`config.mk`:
```
export PLATFORM = sky130hd
export DESIGN_NAME = hcmd_regs
export DESIGN_NICKNAME = d
export VERILOG_FILES = /design/src/common/hcmd_pkg.sv /design/src/verilog/hcmd_pacer.sv /design/src/verilog/hcmd_regs.sv
export SDC_FILE = /design/constraint.sdc
export NUM_CORES = 1
export LEC_CHECK = 0
export BUFFER_PORTS_ARGS = -buffer_cell sky130_fd_sc_hd__buf_2
export CAP_MARGIN = 15
export CORE_MARGIN = 1.5
export CORE_UTILIZATION = 45
export DETAILED_ROUTE_END_ITERATION = 6
export PLACE_DENSITY = 0.69
export SLEW_MARGIN = 15
export SYNTH_ARGS = -nofsm -noshare
export SYNTH_HDL_FRONTEND = slang
export SYNTH_HIERARCHICAL = 1
export SYNTH_SLANG_ARGS = --single-unit
```
`constraint.sdc`:
```
create_clock -name clk_i -period 10.1 [get_ports clk_i]
set_input_delay 3.03 -clock clk_i [delete_from_list [all_inputs] [get_ports clk_i]]
set_output_delay 3.03 -clock clk_i [all_outputs]
set_load 0.02 [all_outputs]
```
`src/common/hcmd_pkg.sv`:
```
// Package for the host command register block: offsets, fields, resets,
// timing counts. Assumes an APB slave with 32-bit data.
package hcmd_pkg;
  // ****************
  // Register offsets
  // ****************
  localparam logic [7:0] HCMD_CMD_OFF = 8'h10;
  localparam logic [7:0] HCMD_STS_OFF = 8'h14;
  localparam logic [7:0] HCMD_IEN_OFF = 8'h18;
  localparam logic [7:0] HCMD_ICLR_OFF = 8'h1c;
  localparam logic [7:0] HCMD_EDGE_OFF = 8'h20;
  // ****************
  // Command fields
  // ****************
  localparam int HCMD_RS_BIT = 0;
  localparam int HCMD_SRST_BIT = 1;
  localparam int HCMD_FLL_LO = 2;
  localparam int HCMD_PEN_BIT = 4;
  localparam int HCMD_AEN_BIT = 5;
  localparam int HCMD_DB_BIT = 6;
  localparam int HCMD_PKC_LO = 8;
  localparam int HCMD_PKE_BIT = 11;
  localparam int HCMD_THR_LO = 16;
  localparam logic [31:0] HCMD_CMD_MASK = 32'h00ff0b7f;
  localparam logic [31:0] HCMD_CMD_RESET = 32'h00080b00;
  // ****************
  // Status / interrupt fields
  // ****************
  localparam int HCMD_EV_W = 2;
  localparam int HCMD_EV_AADV = 0;
  localparam int HCMD_EV_THR = 1;
  localparam int HCMD_HALT_BIT = 12;
  localparam logic [7:0] HCMD_EDGE_RESET = 8'h1f;
  // ****************
  // Timing
  // ****************
  localparam int HCMD_CLK_MHZ = 25;
  localparam int HCMD_UFRAME_NS = 125000;
  localparam int HCMD_UFRAME_CYC = HCMD_UFRAME_NS * HCMD_CLK_MHZ / 1000;
  localparam int HCMD_STOP_CYC = 4;
  localparam int HCMD_SRST_CYC = 8;
endpackage : hcmd_pkg

```
`src/verilog/hcmd_pacer.sv`:
```
// Interrupt pacing: holds schedule events until the threshold interval (none at full speed)
// and, in edge mode, the minimum width have passed. Assumes synchronous reset.
`timescale 1ns/1ns
module hcmd_pacer
  import hcmd_pkg::*;
#(
  parameter int UFRAME_CYC = HCMD_UFRAME_CYC
)
(
  input wire logic clk_i,
  input wire logic rst_n_i,
  input wire logic event_i,
  input wire logic [7:0] thresh_i,
  input wire logic full_speed_i,
  input wire logic edge_mode_i,
  input wire logic [7:0] min_width_i,
  output logic fire_o
);
  logic [15:0] cyc_reg;
  logic [7:0] uf_reg;
  logic pend_reg;
  logic fire_reg;
  wire uf_tick = (cyc_reg == 16'(UFRAME_CYC - 1));
  // Full speed ignores the threshold entirely
  wire [7:0] need = full_speed_i ? 8'h01 : thresh_i;
  // Edge mode adds the minimum pulse width gate
  wire [7:0] gate = (edge_mode_i && min_width_i > need) ? min_width_i : need;
  wire ready = (need <= 8'h01 && !edge_mode_i) || uf_reg >= gate;
  wire send = (pend_reg || event_i) && ready;
  assign fire_o = fire_reg;
  always_ff @(posedge clk_i)
  begin
    if (!rst_n_i)
    begin
      cyc_reg <= 16'h0000;
      uf_reg <= 8'h00;
      pend_reg <= 1'b0;
      fire_reg <= 1'b0;
    end
    else
    begin
      cyc_reg <= uf_tick ? 16'h0000 : cyc_reg + 16'h0001;
      if (send)
        uf_reg <= 8'h00;
      else if (uf_tick && uf_reg != 8'hff)
        uf_reg <= uf_reg + 8'h01;
      pend_reg <= (pend_reg || event_i) && !send;
      fire_reg <= send;
    end
  end
endmodule : hcmd_pacer

```
`src/verilog/hcmd_regs.sv`:
```
// Host command register bank on APB with status, interrupt and pacing.
// Assumes a single 25 MHz clock and the schedule engine outside.
//
// Behaviour
// - Command writes act on their fields; a write with bit 1 set loads reset values
// - Threshold bits 23:16, reset 08h, pace interrupts
// - Threshold encodings 01h..40h; software writes only those
// - Edge mode adds minimum pulse width gate
// - Threshold ignored at full speed
// - Park enable bit 11, reset one
// - Park count bits 9:8, reset 11b
// - Doorbell bit 6 interrupts at next advance
// - Bit 5 enables async schedule from pointer
// - Bit 4 enables periodic schedule via base
// - Frame list length 1024/512/256; 11 reserved
// - Bit 1 write resets controller logic
// - Bit 0 runs or stops schedules
// - Halted zero while running, one once stopped
// - Advance event is write-one-clear status bit
`timescale 1ns/1ns
module hcmd_regs
  import hcmd_pkg::*;
#(
  parameter int UFRAME_CYC = HCMD_UFRAME_CYC
)
(
  input wire logic clk_i,
  input wire logic rst_n_i,
  input wire logic psel,
  input wire logic penable,
  input wire logic pwrite,
  input wire logic [7:0] paddr,
  input wire logic [31:0] pwdata,
  output logic [31:0] prdata,
  output logic pready,
  output logic pslverr,
  input wire logic async_advance_i,
  input wire logic sched_event_i,
  input wire logic sched_idle_i,
  input wire logic full_speed_i,
  output logic run_stop_o,
  output logic controller_soft_reset_o,
  output logic async_list_enable_o,
  output logic periodic_list_enable_o,
  output logic [1:0] frame_list_length_o,
  output logic [10:0] frame_list_entries_o,
  output logic queue_park_enable_o,
  output logic [1:0] queue_park_count_o,
  output logic controller_halted_o,
  output logic sched_irq_o,
  output logic irq_o
);
  // ****************
  // Helpers
  // ****************
  function automatic logic [10:0] hcmd_entries(input logic [1:0] sel);
    case (sel)
      2'b00: hcmd_entries = 11'h400;
      2'b01: hcmd_entries = 11'h200;
      2'b10: hcmd_entries = 11'h100;
      default: hcmd_entries = 11'h000;
    endcase
  endfunction : hcmd_entries

  typedef enum logic [1:0] {
    HCMD_HALTED = 2'b00,
    HCMD_RUNNING = 2'b01,
    HCMD_STOPPING = 2'b10
  } hcmd_state_t;

  // ****************
  // Bus decode
  // ****************
  wire wr = psel && penable && pwrite;
  wire hit_cmd = paddr == HCMD_CMD_OFF;
  wire hit_sts = paddr == HCMD_STS_OFF;
  wire hit_ien = paddr == HCMD_IEN_OFF;
  wire hit_iclr = paddr == HCMD_ICLR_OFF;
  wire hit_edge = paddr == HCMD_EDGE_OFF;
  wire mapped = hit_cmd || hit_sts || hit_ien || hit_iclr || hit_edge;
  wire wr_cmd = wr && hit_cmd;
  wire wr_sts = wr && hit_sts;
  wire wr_iclr = wr && hit_iclr;

  // ****************
  // Registers
  // ****************
  logic [31:0] cmd_reg;
  logic [31:0] cmd_next;
  logic [HCMD_EV_W-1:0] ev_reg;
  logic [HCMD_EV_W-1:0] ev_next;
  logic [HCMD_EV_W-1:0] ien_reg;
  logic [8:0] edge_reg;
  logic db_pend_reg;
  logic [3:0] srst_reg;
  logic [2:0] stop_reg;
  hcmd_state_t state_reg;
  hcmd_state_t state_next;
  logic [31:0] rdata;
  logic fire;

  wire srst_busy = srst_reg != 4'h0;
  // Reserved bits dropped on write; doorbell self-clears
  wire [31:0] wmask = pwdata & HCMD_CMD_MASK;
  wire cmd_rs = cmd_reg[HCMD_RS_BIT];

  // Doorbell stays set until the advance is seen
  always_comb
  begin
    cmd_next = cmd_reg;
    if (wr_cmd)
      cmd_next = wmask;
    if (wr_cmd && wmask[HCMD_SRST_BIT])
      cmd_next = HCMD_CMD_RESET | 32'h00000002;
    if (!srst_busy && cmd_reg[HCMD_SRST_BIT] && !wr_cmd)
      cmd_next[HCMD_SRST_BIT] = 1'b0;
    if (db_pend_reg && async_advance_i && !wr_cmd)
      cmd_next[HCMD_DB_BIT] = 1'b0;
  end

  // Set beats clear for sticky events
  wire db_hit = db_pend_reg && async_advance_i;
  wire [HCMD_EV_W-1:0] ev_set = {fire, db_hit};
  wire [HCMD_EV_W-1:0] clr_sts = wr_sts ? {1'b0, pwdata[5]} : 2'b00;
  wire [HCMD_EV_W-1:0] clr_i = wr_iclr ? pwdata[1:0] : 2'b00;
  assign ev_next = (ev_reg & ~(clr_sts | clr_i)) | ev_set;

  // ****************
  // Run / stop
  // ****************
  always_comb
  begin
    state_next = state_reg;
    case (state_reg)
      HCMD_HALTED:
        if (cmd_rs)
          state_next = HCMD_RUNNING;
      HCMD_RUNNING:
        if (!cmd_rs)
          state_next = HCMD_STOPPING;
      HCMD_STOPPING:
        if (cmd_rs)
          state_next = HCMD_RUNNING;
        else if (sched_idle_i && stop_reg == 3'(HCMD_STOP_CYC - 1))
          state_next = HCMD_HALTED;
      default:
        state_next = HCMD_HALTED;
    endcase
  end

  always_ff @(posedge clk_i)
  begin
    if (!rst_n_i || (srst_busy && srst_reg == 4'h1))
    begin
      cmd_reg <= HCMD_CMD_RESET;
      state_reg <= HCMD_HALTED;
      stop_reg <= 3'h0;
      db_pend_reg <= 1'b0;
    end
    else
    begin
      cmd_reg <= cmd_next;
      state_reg <= state_next;
      stop_reg <= (state_reg == HCMD_STOPPING) ? stop_reg + 3'h1 : 3'h0;
      db_pend_reg <= cmd_next[HCMD_DB_BIT];
    end
  end

  always_ff @(posedge clk_i)
  begin
    if (!rst_n_i)
    begin
      ev_reg <= 2'b00;
      ien_reg <= 2'b00;
      edge_reg <= {1'b0, HCMD_EDGE_RESET};
      srst_reg <= 4'h0;
    end
    else
    begin
      ev_reg <= ev_next;
      if (wr && hit_ien)
        ien_reg <= pwdata[1:0];
      if (wr && hit_edge)
        edge_reg <= pwdata[8:0];
      // Soft reset held a few cycles so engines see it
      if (wr_cmd && wmask[HCMD_SRST_BIT])
        srst_reg <= 4'(HCMD_SRST_CYC);
      else if (srst_busy)
        srst_reg <= srst_reg - 4'h1;
    end
  end

  // ****************
  // Pacing
  // ****************
  hcmd_pacer #(
    .UFRAME_CYC(UFRAME_CYC)
  ) u_pacer (
    .clk_i(clk_i),
    .rst_n_i(rst_n_i),
    .event_i(sched_event_i && cmd_rs),
    .thresh_i(cmd_reg[HCMD_THR_LO +: 8]),
    .full_speed_i(full_speed_i),
    .edge_mode_i(edge_reg[8]),
    .min_width_i(edge_reg[7:0]),
    .fire_o(fire)
  );

  // ****************
  // Read back and outputs
  // ****************
  wire halted = state_reg == HCMD_HALTED;
  wire [31:0] sts_word = {19'h0, halted, 6'h0, ev_reg[HCMD_EV_AADV], 5'h0};
  assign rdata = hit_cmd ? (cmd_reg & HCMD_CMD_MASK) :
                 hit_sts ? sts_word :
                 hit_ien ? {30'h0, ien_reg} :
                 hit_edge ? {23'h0, edge_reg} : 32'h0;
  assign pready = 1'b1;
  assign pslverr = psel && penable && !mapped;
  always_ff @(posedge clk_i)
  begin
    if (!rst_n_i)
      prdata <= 32'h0;
    else if (psel && !penable && !pwrite)
      prdata <= rdata;
  end

  assign run_stop_o = cmd_rs && !srst_busy;
  assign controller_soft_reset_o = srst_busy;
  assign async_list_enable_o = cmd_reg[HCMD_AEN_BIT];
  assign periodic_list_enable_o = cmd_reg[HCMD_PEN_BIT];
  assign frame_list_length_o = cmd_reg[HCMD_FLL_LO +: 2];
  assign frame_list_entries_o = hcmd_entries(cmd_reg[HCMD_FLL_LO +: 2]);
  assign queue_park_enable_o = cmd_reg[HCMD_PKE_BIT];
  assign queue_park_count_o = cmd_reg[HCMD_PKC_LO +: 2];
  assign controller_halted_o = halted;
  assign sched_irq_o = fire;
  assign irq_o = |(ev_reg & ien_reg);

  // ****************
  // Checks
  // ****************
  halt_when_run_a: assert property (@(posedge clk_i) disable iff (!rst_n_i)
    (state_reg == HCMD_RUNNING) |-> !controller_halted_o)
    else $error("halted while running");
  reserved_zero_a: assert property (@(posedge clk_i) disable iff (!rst_n_i)
    (cmd_reg & ~HCMD_CMD_MASK) == 32'h0)
    else $error("reserved command bits set");
  doorbell_event_a: assert property (@(posedge clk_i) disable iff (!rst_n_i)
    (db_pend_reg && async_advance_i && !srst_busy) |=> ev_reg[HCMD_EV_AADV])
    else $error("advance event lost");
  park_field_a: assert property (@(posedge clk_i) disable iff (!rst_n_i)
    $rose(rst_n_i) |-> queue_park_enable_o && queue_park_count_o == 2'b11)
    else $error("park reset value wrong");
  cmd_write_a: assert property (@(posedge clk_i) disable iff (!rst_n_i)
    (wr_cmd && !wmask[HCMD_SRST_BIT] && !srst_busy) |=>
    cmd_reg[HCMD_THR_LO +: 8] == $past(pwdata[23:16]))
    else $error("threshold write not taken");
  soft_reset_a: assert property (@(posedge clk_i) disable iff (!rst_n_i)
    (wr_cmd && wmask[HCMD_SRST_BIT]) |=> controller_soft_reset_o[*4])
    else $error("soft reset too short");
  run_follow_a: assert property (@(posedge clk_i) disable iff (!rst_n_i)
    (cmd_rs && !srst_busy && state_reg == HCMD_HALTED) |=>
    state_reg == HCMD_RUNNING)
    else $error("run not started");
  enables_a: assert property (@(posedge clk_i) disable iff (!rst_n_i)
    async_list_enable_o == cmd_reg[5] && periodic_list_enable_o == cmd_reg[4])
    else $error("schedule enable mismatch");
endmodule : hcmd_regs

```
# Yosys cells after proc, flatten, opt, wreduce, memory -nomap -nowiden
# Index checks and enable logic that the tools add are counted.
[op_classes]
add_sub_neg = 4
order_cmp = 3
eq_ne = 16
mux = 18
n_bitwise = 7
n_reduce_logical = 53
[op_table]
columns = ["op", "count"]
rows = [
  ["$pmux 11 s3", 1],
  ["$eq 8x5->1 const B", 4],
  ["$logic_and 1x1->1", 24],
  ["$mux 24", 1],
  ["$mux 9", 2],
  ["$add 16x1->16 const B", 1],
  ["$eq 16x12->1 const B", 1],
  ["$mux 8", 2],
  ["$reduce_or 2->1", 7],
  ["$mux 13", 1],
  ["$mux 2", 6],
  ["$add 8x1->8 const B", 1],
  ["$eq 8x6->1 const B", 1],
  ["$ge 8x8->1", 1],
  ["$gt 8x8->1", 1],
  ["$le 8x1->1 const B", 1],
  ["$logic_not 1->1", 8],
  ["$mux 4", 2],
  ["$ne 8x8->1 const B", 1],
  ["$logic_or 1x1->1", 7],
  ["$mux 7", 1],
  ["$pmux 2 s3", 1],
  ["$and 2x2->2", 2],
  ["$eq 2x1->1 const B", 2],
  ["other kinds (18)", 22],
]
[totals]
reg_bits = 98
input_bits = 49
out_inout_bits = 57
word_cells = 116

# Longest topological paths before layout
# Gate-level depths: netlist of run 1.
[depth]
ltp_word = 9
depth_mapped = 13
mapped_depth_nobuf = 13

# Cells and area by module
# Netlist of run 1, hierarchy kept.
[modules_own_cells]
columns = ["module", "instances", "cells_each", "area_per_inst_um2", "seq_area_each_um2"]
rows = [
  ["hcmd_regs", 1, 316, 2747.6, 1201.2],
  ["hcmd_pacer", 1, 201, 1734.2, 520.5],
]

# Worst setup path before layout of run 1
# No wires, ideal clock.
[synth_timing]
path_kind = "input -> output"
start = "input paddr[3]"
end = "output pslverr"
arrival_ns = 4.112
t_required_ns = 7.070
setup_slack_ns = 2.958
cell_stages = 4
n_path_buf = 1
cell_sequence = "buf_2 or4b_4 nor2_2 nor2_1"
[synth_between]
elab_chain_cells = 7
word_cells_on_any_way = 11
cone_classes = "eq/ne (5); reduce/logical (6)"
[synth_lines]
columns = ["item", "line_no", "text"]
rows = [
  ["start: declaration", "hcmd_regs.sv:32", "input wire logic [7:0] paddr,"],
  ["$eq 8x5->1 (on tied branches)", "hcmd_regs.sv:75, hcmd_regs.sv:76", ""],
  ["$logic_or 1x1->1 (3 in series)", "hcmd_regs.sv:80", "wire mapped = hit_cmd || hit_sts || hit_ien || hit_iclr || hit_edge;"],
  ["$logic_or 1x1->1 (*)", "hcmd_regs.sv:80", ""],
  ["$logic_not 1->1 (*)", "hcmd_regs.sv:219", "assign pslverr = psel && penable && !mapped;"],
  ["$logic_and 1x1->1 (*)", "hcmd_regs.sv:219", ""],
  ["end: declaration", "hcmd_regs.sv:36", "output logic pslverr,"],
]
# Every way passes the cells marked *; elsewhere a longest branch is shown, timed or not.

# Worst setup path in the final report of run 1
[layout_timing]
start = "input paddr[1]"
end = "output pslverr"
# Same word-level chain as after synthesis.

==> results.sh, run 1 <==
export IMPL_status="completed"
export IMPL_path_clk_slew_ns=0.08
export IMPL_io_pin_count=106
export IMPL_largest_reg_flops=20
export IMPL_antenna_found_initial=0
export IMPL_endpoint_kind="output port"
export IMPL_drc=0
export IMPL_yosysSeqAreaShare=0.384
export IMPL_synth_edf_count=0
export IMPL_post_dp_cell_area_mm2=0.00479
export IMPL_syn_area_mm2=0.00448
export IMPL_cts_root_buf="clkbuf_8"
export IMPL_async_flop_share=0
export IMPL_fin_area_mm2=0.00500
export IMPL_synth_top_area_frac=0.384
export IMPL_ir_drop_mv=0.0772
export IMPL_die_area_mm2=0.0106
export IMPL_synth_cell_types=65
export IMPL_period_needed_ns=7.52
export IMPL_placedCellCount=699
export IMPL_hold_viol_final=0
export IMPL_ys_flop_type="dfxtp_1"
export IMPL_layout_setup_ws_ns=2.58
export IMPL_drv_cap=0
export IMPL_gp_congestion=0.860
export IMPL_cp_buffers_inverters=2
export IMPL_clock_path_buffers=2
export IMPL_final_common_cell="dfxtp_1"
export IMPL_coreArea_mm2=0.00973
export IMPL_wl_per_cell_um=13.4
export IMPL_drtAntennaViolNets=0
export IMPL_drive_gt1_frac=0.186
export IMPL_critPathMostFrequentCell="buf_2"
export IMPL_path_cells="buf_2 > or4_1 > nor2_2 > nor2_1 > buf_2"
export IMPL_ctsResizeCount=0
export IMPL_hold_buffers=0
export IMPL_die_x_um=103
export IMPL_synthTopCellsByArea="dfxtp_1, ha_1, nand2_1"
export IMPL_nNetsFinal=650
export IMPL_cts_sinks=86
export IMPL_timing_fmax_ghz=0.133
export IMPL_tightest_slew_ns=0.883
export IMPL_cp_slowest_stage_delay_ns=0.70
export IMPL_startpoint_type="input port"
export IMPL_hp_class="register to register"
export IMPL_leakage_uw=0.00201
export IMPL_hpwl_mm=7.07
export IMPL_powerDensity_mw_per_mm2=139
export IMPL_diodes=0
export IMPL_relSlewSlack=0.409
export IMPL_layout_common_cells="dfxtp_1, buf_2, nand2_1, nor2_1"
export IMPL_crit_required_ns=7.07
export IMPL_drt_iter0_drc=140
export IMPL_dr_pass1_iters=4
export IMPL_slowest_stage="or4_1"
export IMPL_synth_top_area_cell="dfxtp_1"
export IMPL_cts_max_level=3
export IMPL_grt_setup_unrepaired="false"
export IMPL_clock_latency_ns=0.37
export IMPL_portBuffers=71
export IMPL_cp_top_family="simple AND/OR/NAND/NOR gates"
export IMPL_setup_viol=0
export IMPL_worst_setup_path_type="input port to output port"
export IMPL_die_height_um=103
export IMPL_cts_buffers_inserted=9
export IMPL_viasPerCell=5.22
export IMPL_routed_wirelength_mm=9.61
export IMPL_synthCells=517
export IMPL_row_count=36
export IMPL_grt_overflow=0
export IMPL_syn2layout_area_growth_pct=11.5
export IMPL_grt_max_degree=49
export IMPL_finalMaxSlewViolations=0
export IMPL_grt_pass1_vias=3403
export IMPL_grt_usage=0.188
export IMPL_finalCritPeriodShare=0.745
export IMPL_start_util=0.461
export IMPL_final_setup_tns_ns=0
export IMPL_yosys_register_bits=86
export IMPL_syn_avg_cell_area_um2=8.67
export IMPL_vias=3734
export IMPL_arrival_ns=4.49
export IMPL_place_ws_ns=2.59
export IMPL_final_cells=715
export IMPL_cts_tree="yes"
export IMPL_grt_pass1_wl_mm=15.6
export IMPL_cts_setup_buffers=0
export IMPL_fin_skew_ns=0.0133
export IMPL_cp_max_fo=9
export IMPL_power_total_uw=695
export IMPL_yosys_warnings=6
path summary, 6_finish.rpt:
kind | start | to | slack [ns] | cells past startpoint
min reg2reg | stop_reg[0]$_SDFF_PP0_ | stop_reg[0]$_SDFF_PP0_ | 0.43 | 1
max | paddr[1] | pslverr | 2.58 | 5
max reg2reg | cmd_reg[17]$_SDFFE_PP0P_ | u_pacer/uf_reg[0]$_SDFFE_PP0P_ | 6.86 | 13
min | stop_reg[0]$_SDFF_PP0_ | stop_reg[0]$_SDFF_PP0_ | 0.43 | 1
cell usage after synthesis (3+ instances only):
library cell and n:
a21boi_0 5, a21boi_1 4, a21oi_1 25, a22o_1 3, a22oi_1 16, and3_1 7, and4_1 3, buf_2 6
buf_4 25, buf_6 3, clkbuf_1 7, dfxtp_1 86, ha_1 24, inv_1 22, mux2_1 4, mux2_2 5
mux2i_1 3, nand2_1 65, nand2b_1 8, nand3_1 25, nand3b_1 5, nand4_1 10, nor2_1 40, nor2b_1 22
nor3_1 7, nor4_1 6, nor4_2 3, o211ai_1 3, o21ai_0 11, xnor2_1 16, xor2_1 6
through the flow:
stage	hold slack (ns)	util
floorplan	0.397	-
global placement	0.406	0.492
detailed placement	0.422	0.492
CTS	0.433	0.514
global route	0.479	0.514
finish	0.429	0.514
cell type report:
type                    instances  area, um2
well taps                     133        166
flip-flops and latches         86       1720
multi-input cells             386       2460
inverters                      22       82.6
repair buffers                 72        363
clock buffers                  10        138
fillers                       918       4730
clock inverters                 6       67.6
where the power goes:
group / switching, uW / internal (uW)
registers: 7.53 / 347
clock network: 126 / 122
logic: 57.5 / 35.1
layer usage:
layer,wire (um),vias up,GRT usage,share of wire
li1,-,1881,-,-
met2,4670,89,0.326,0.49
met5,0,-,0,0
met4,100,0,0.0551,0.010
met3,451,8,0.0488,0.047
met1,4390,1756,0.229,0.46
kinds of logic (layout without fill, tap and decap cells):
logic type                 count (synthesis)  count (layout)  synth area share
AOI/OAI and AO/OA                         85              85             0.127
xor gates and xnor gates                  22              22            0.0430
adders and majority gates                 24              24            0.0670
buffers and inverters                     64             110            0.0835
DFF                                       86              86             0.384
muxes                                     12              12            0.0293
other                                      2              21           0.00168
and+or+nand+nor                          222             222             0.265
Power figures use the tool's default switching activity.
==> run 2, diff against run 1 <==
Settings changed: PLACE_DENSITY 0.69 to 0.71.
Clock period 10.1 ns to 6.18 ns, I/O delays scaled along.
==> run 2 against run 1 <==
Net effect:
- combinational power up 63%
- clock power up 51%
- power up 59%
- cell area down 0.28%
- largest power group unchanged
==> results.sh, run 2 (synthesis results as in run 1) <==
export IMPL_ctsResizeCount=0
export IMPL_largest_reg_flops=20
export IMPL_slowest_stage="or4_1"
export IMPL_grt_pass1_wl_mm=15.7
export IMPL_viasPerCell=5.22
export IMPL_die_area_mm2=0.0106
export IMPL_reg2reg_depth=13
export IMPL_hold_viol_final=0
export IMPL_drv_cap=0
export IMPL_hpwl_mm=7.13
export IMPL_drtAntennaViolNets=0
export IMPL_rr_endpoint="u_pacer/uf_reg[7]$_SDFFE_PP0P_"
export IMPL_routed_wirelength_mm=9.76
export IMPL_cts_root_buf="clkbuf_8"
export IMPL_diodes=0
export IMPL_antenna_found_initial=0
export IMPL_fin_skew_ns=0.0131
export IMPL_coreArea_mm2=0.00973
export IMPL_arrival_ns=3.35
export IMPL_drc=0
export IMPL_nNetsFinal=650
export IMPL_worst_setup_path_type="input port to output port"
export IMPL_setup_viol=0
export IMPL_grt_pass1_vias=3512
export IMPL_hold_buffers=0
export IMPL_vias=3729
export IMPL_status="completed"
export IMPL_wl_per_cell_um=13.6
export IMPL_grt_overflow=0
export IMPL_critPathMostFrequentCell="buf_2"
export IMPL_path_clk_slew_ns=0.07
export IMPL_start_util=0.461
export IMPL_r2r_start="cmd_reg[17]$_SDFFE_PP0P_"
export IMPL_startpoint_type="input port"
export IMPL_whs_path_depth=1
export IMPL_final_setup_tns_ns=0
export IMPL_period_needed_ns=5.20
export IMPL_die_x_um=103
export IMPL_tightest_slew_ns=0.930
export IMPL_timing_fmax_ghz=0.192
export IMPL_row_count=36
export IMPL_drive_gt1_frac=0.186
export IMPL_grt_setup_unrepaired="false"
export IMPL_relSlewSlack=0.378
export IMPL_ir_drop_mv=0.117
export IMPL_layout_common_cells="dfxtp_1, buf_2, nand2_1, nor2_1"
export IMPL_endpoint_kind="output port"
export IMPL_cts_buffers_inserted=9
export IMPL_clock_latency_ns=0.37
export IMPL_grt_usage=0.188
export IMPL_io_pin_count=106
export IMPL_finalMaxSlewViolations=0
export IMPL_cp_max_fo=9
export IMPL_cts_setup_buffers=0
export IMPL_die_height_um=103
export IMPL_finalCritPeriodShare=0.842
export IMPL_syn2layout_area_growth_pct=11.2
export IMPL_portBuffers=71
export IMPL_fill_cells=931
export IMPL_leakage_uw=0.00200
export IMPL_cp_slowest_stage_delay_ns=0.70
export IMPL_rrSetupSlack_ns=2.95
export IMPL_crit_required_ns=4.33
export IMPL_hp_class="register to register"
export IMPL_drt_iter0_drc=108
export IMPL_gp_congestion=0.872
export IMPL_cts_max_level=3
export IMPL_layout_setup_ws_ns=0.979
export IMPL_worstHoldStart="stop_reg[0]$_SDFF_PP0_"
export IMPL_cts_sinks=86
export IMPL_clock_path_buffers=2
export IMPL_place_ws_ns=1.00
export IMPL_path_cells="buf_2 > or4_1 > nor2_2 > nor2_1 > buf_2"
export IMPL_cts_tree="yes"
export IMPL_dr_pass1_iters=4
export IMPL_grt_max_degree=49
export IMPL_whs_endpoint="stop_reg[0]$_SDFF_PP0_"
export IMPL_final_common_cell="dfxtp_1"
export IMPL_powerDensity_mw_per_mm2=222
==> run 2: cell types whose count changed in the layout (fill, tap and decap cells not counted) <==
cell        previous run  this run
clkbuf_8              10        11
clkinv_2               1         0
bufinv_16              1         0
clkinvlp_4             2         3
==> run 2: how the worst max path moves through the flow <==
stage                        start      end  slack, ns
final                     paddr[1]  pslverr       0.98
after global routing      paddr[1]  pslverr       0.92
after detailed placement  paddr[1]  pslverr       1.00
after floorplan           paddr[3]  pslverr       1.39
after global placement    paddr[1]  pslverr       1.00
after CTS                 paddr[1]  pslverr        1.0
==> run 2: report_power, final <==
part | internal, uW | total [uW] | leakage, uW | switching [uW]
Combinational | 57.4 | 151 | 0.00122 | 93.8
Clock | 171 | 375 | 0.0000886 | 204
Sequential | 567 | 579 | 0.000695 | 12.0
Total | 795 | 1100 | 0.00200 | 310
==> run 2: stage by stage <==
| stage | cell area (um2) | total power (uW) | util | hold WS (ns) | std cells |
|---|---|---|---|---|---|
| 2_1_floorplan | 4550 | 709 | - | 0.397 | 536 |
| 3_3_place_gp | 4790 | 738 | 0.492 | 0.405 | 699 |
| 3_5_place_dp | 4790 | 742 | 0.492 | 0.414 | 699 |
| 4_1_cts | 4980 | 1120 | 0.512 | 0.425 | 715 |
| 5_1_grt | 4980 | 1160 | 0.512 | 0.445 | 715 |
| 6_report | 4980 | 1100 | 0.512 | 0.422 | 715 |
==> run 2: final cells by class <==
cell class | instances | area, um2 | share of cell area
clock buffer | 11 | 151 | 0.0304
clock inverter | 5 | 40.0 | 0.00804
inverter | 22 | 82.6 | 0.0166
multi-input combinational | 386 | 2460 | 0.493
sequential | 86 | 1720 | 0.346
tap | 133 | 166 | 0.0334
timing repair buffer | 72 | 363 | 0.0728
==> run 2: worst max-delay path: cells and delay by family <==
family | cells | cell delay [ns]
simple gates | 3 | 1.22
buf+inv | 2 | 0.27
==> run 2: routing by layer <==
| layer | part of all wire | up-vias | wire length (um) | track usage |
|---|---|---|---|---|
| met5 | 0 | - | 0 | 0 |
| met4 | 0.019 | 0 | 189 | 0.0800 |
| met3 | 0.039 | 18 | 382 | 0.0366 |
| met2 | 0.48 | 86 | 4710 | 0.332 |
| met1 | 0.46 | 1748 | 4470 | 0.222 |
| li1 | - | 1877 | - | - |
==> run 3, diff against run 2 <==
Settings changed: ABC_AREA set to 1, PLACE_DENSITY 0.71 to 0.68.
Clock period 6.18 ns to 4.89 ns, I/O delays scaled along.
==> run 3 against run 2 <==
Net effect:
- via count rose by 16%
- count of clock-buffer cells in the layout did not move
- die area rose by 6.5%
- critical path depth rose by 14
- cell count rose by 23%
- clock skew fell by 0.0060 ns
- setup slack got worse by 0.14 ns
- synthesized cell count rose by 30%
- non-clock buffer count did not move
- sequential share of layout area fell by 1.9 points
- first-iteration DRC count rose by 99%
- critical endpoint is now u_pacer/uf_reg[2]$_SDFFE_PP0P_
- largest cell class unchanged
- highest routed layer unchanged
==> results.sh, run 3 <==
export IMPL_setup_viol=0
export IMPL_ys_flop_type="dfxtp_1"
export IMPL_synth_top_area_frac=0.360
export IMPL_synth_edf_count=0
export IMPL_final_setup_tns_ns=0
export IMPL_worstHoldStart="stop_reg[0]$_SDFF_PP0_"
export IMPL_clock_latency_ns=0.37
export IMPL_cp_max_fo=11
export IMPL_path_clk_slew_ns=0.09
export IMPL_timing_fmax_ghz=0.247
export IMPL_synthTopCellsByArea="dfxtp_1, nand2_1, ha_1"
export IMPL_relSlewSlack=0.473
export IMPL_drtAntennaViolNets=0
export IMPL_grt_pass1_wl_mm=17.9
export IMPL_tightest_slew_ns=0.790
export IMPL_grt_pass1_vias=4001
export IMPL_finalCritPeriodShare=0.828
export IMPL_synth_most_common_cell="nand2_1"
export IMPL_yosys_register_bits=86
export IMPL_syn_area_mm2=0.00478
export IMPL_fill_cells=998
export IMPL_grt_overflow=0
export IMPL_die_height_um=106
export IMPL_slowest_stage="ha_1"
export IMPL_routed_wirelength_mm=10.7
export IMPL_io_pin_count=106
export IMPL_cp_slowest_stage_delay_ns=0.32
export IMPL_die_x_um=106
export IMPL_whs_ns=0.436
export IMPL_cp_buffers_inverters=2
export IMPL_r2r_start="cmd_reg[16]$_SDFFE_PP0P_"
export IMPL_final_common_cell="nand2_1"
export IMPL_coreArea_mm2=0.0103
export IMPL_cp_top_family="simple AND/OR/NAND/NOR gates"
export IMPL_syn_avg_cell_area_um2=7.12
export IMPL_cts_setup_buffers=0
export IMPL_wl_per_cell_um=12.2
export IMPL_cts_max_level=3
export IMPL_drive_gt1_frac=0.182
export IMPL_grt_setup_unrepaired="false"
export IMPL_die_area_mm2=0.0113
export IMPL_crit_start="full_speed_i"
export IMPL_start_util=0.463
export IMPL_syn2layout_area_growth_pct=10.4
export IMPL_cts_tree="yes"
export IMPL_fin_skew_ns=0.00713
export IMPL_row_count=37
export IMPL_drv_cap=0
export IMPL_ir_drop_mv=0.171
export IMPL_layout_common_cells="nand2_1, dfxtp_1, nor2_1, buf_2, inv_1"
export IMPL_grt_max_degree=24
export IMPL_cts_buffers_inserted=9
export IMPL_cts_root_buf="clkbuf_8"
export IMPL_crit_required_ns=5.19
export IMPL_largest_reg_flops=20
export IMPL_arrival_ns=4.35
export IMPL_diodes=0
export IMPL_yosys_warnings=6
export IMPL_async_flop_share=0
export IMPL_vias=4340
export IMPL_drt_iter0_drc=215
export IMPL_drc=0
export IMPL_portBuffers=71
export IMPL_dr_pass1_iters=5
export IMPL_synthCells=672
export IMPL_nNetsFinal=808
export IMPL_synth_cell_types=39
export IMPL_ctsResizeCount=0
export IMPL_startpoint_type="input port"
export IMPL_viasPerCell=4.95
export IMPL_hold_viol_final=0
export IMPL_hpwl_mm=8.03
export IMPL_path_cells="buf_2 > inv_1 > nand2_1 > ha_1 > nand2_1 > o21ai_0 > nand2_1 > nand2_1 > nand2_1 > nand2_1 > nand2_1 > ha_1 > a21oi_1 > o21ai_0 > nor2_1 > nand2_1 > nand2_1 > nand2_1 > nor2_1"
export IMPL_hold_buffers=0
export IMPL_worst_setup_path_type="input port to register"
export IMPL_period_needed_ns=4.05
export IMPL_gp_congestion=0.912
export IMPL_synth_top_cells_by_count="nand2_1, dfxtp_1, nor2_1"
export IMPL_cts_sinks=86
export IMPL_yosysSeqAreaShare=0.360
export IMPL_antenna_found_initial=0
export IMPL_status="completed"
export IMPL_synth_top_area_cell="dfxtp_1"
export IMPL_endpoint_kind="register"
export IMPL_leakage_uw=0.00239
export IMPL_clock_path_buffers=2
export IMPL_hp_class="register to register"
export IMPL_critPathMostFrequentCell="nand2_1"
export IMPL_finalMaxSlewViolations=0
export IMPL_grt_usage=0.197
export IMPL_powerDensity_mw_per_mm2=265
[run 3: metrics by stage]
step / worst slack, ns / instance area (um2) / util / total power, uW / cells
floorplan: 1.13 / 4850 / - / 899 / 691
global placement: 0.592 / 5100 / 0.494 / 926 / 860
detailed placement: 0.485 / 5100 / 0.494 / 936 / 860
CTS: 0.883 / 5280 / 0.511 / 1410 / 876
global route: 0.460 / 5280 / 0.511 / 1470 / 876
finish: 0.839 / 5280 / 0.511 / 1400 / 876
[run 3: cell families after synthesis]
group	after synthesis	share of synthesized area
and+or+nand+nor	356	0.336
buffers and inverters	110	0.118
DFF	86	0.360
AOI/OAI and AO/OA	84	0.104
adders and majority gates	24	0.0628
xor gates and xnor gates	10	0.0183
other	2	0.00157
[run 3: where the power goes]
part           switching [uW]  internal (uW)
Combinational             133           60.9
Sequential               10.9            715
Clock                     277            203
Total                     421            979
[run 3: worst paths after layout]
kind                                          to  slack (ns)  depth (start not counted)
hold / removal            stop_reg[0]$_SDFF_PP0_        0.44                          1
setup / recovery  u_pacer/uf_reg[2]$_SDFFE_PP0P_        0.84                         19
setup reg to reg  u_pacer/uf_reg[2]$_SDFFE_PP0P_        1.85                         18
hold reg to reg           stop_reg[0]$_SDFF_PP0_        0.44                          1
[run 3: worst reg2reg max path, stage by stage, from the launching register on]
cell	delay, ns
dfxtp_1	0.34
or2_2	0.31
ha_1	0.20
inv_1	0.05
a21oi_1	0.04
o21ai_0	0.18
nand2_1	0.07
nand2_1	0.22
nand2_1	0.23
nand2_1	0.11
nand2_1	0.06
ha_1	0.28
a21oi_1	0.13
o21ai_0	0.08
nor2_1	0.17
nand2_1	0.09
nand2_1	0.06
nand2_1	0.18
nor2_1	0.15
[run 3: layout make-up]
type / count / area [um2] / area share
clock buffer: 11 / 141 / 0.0268
tap: 136 / 170 / 0.0322
clock inverter: 5 / 41.3 / 0.00782
timing repair buffer: 72 / 363 / 0.0687
sequential: 86 / 1720 / 0.326
inverter: 71 / 272 / 0.0514
multi-input combinational: 495 / 2570 / 0.487
[run 3: per-layer routing]
metal / GRT usage / part of all wire / vias to the layer above
met5: 0 / 0 / -
met1: 0.239 / 0.45 / 1998
met2: 0.336 / 0.49 / 104
met3: 0.0362 / 0.044 / 12
li1: - / - / 2226
met4: 0.0898 / 0.017 / 0
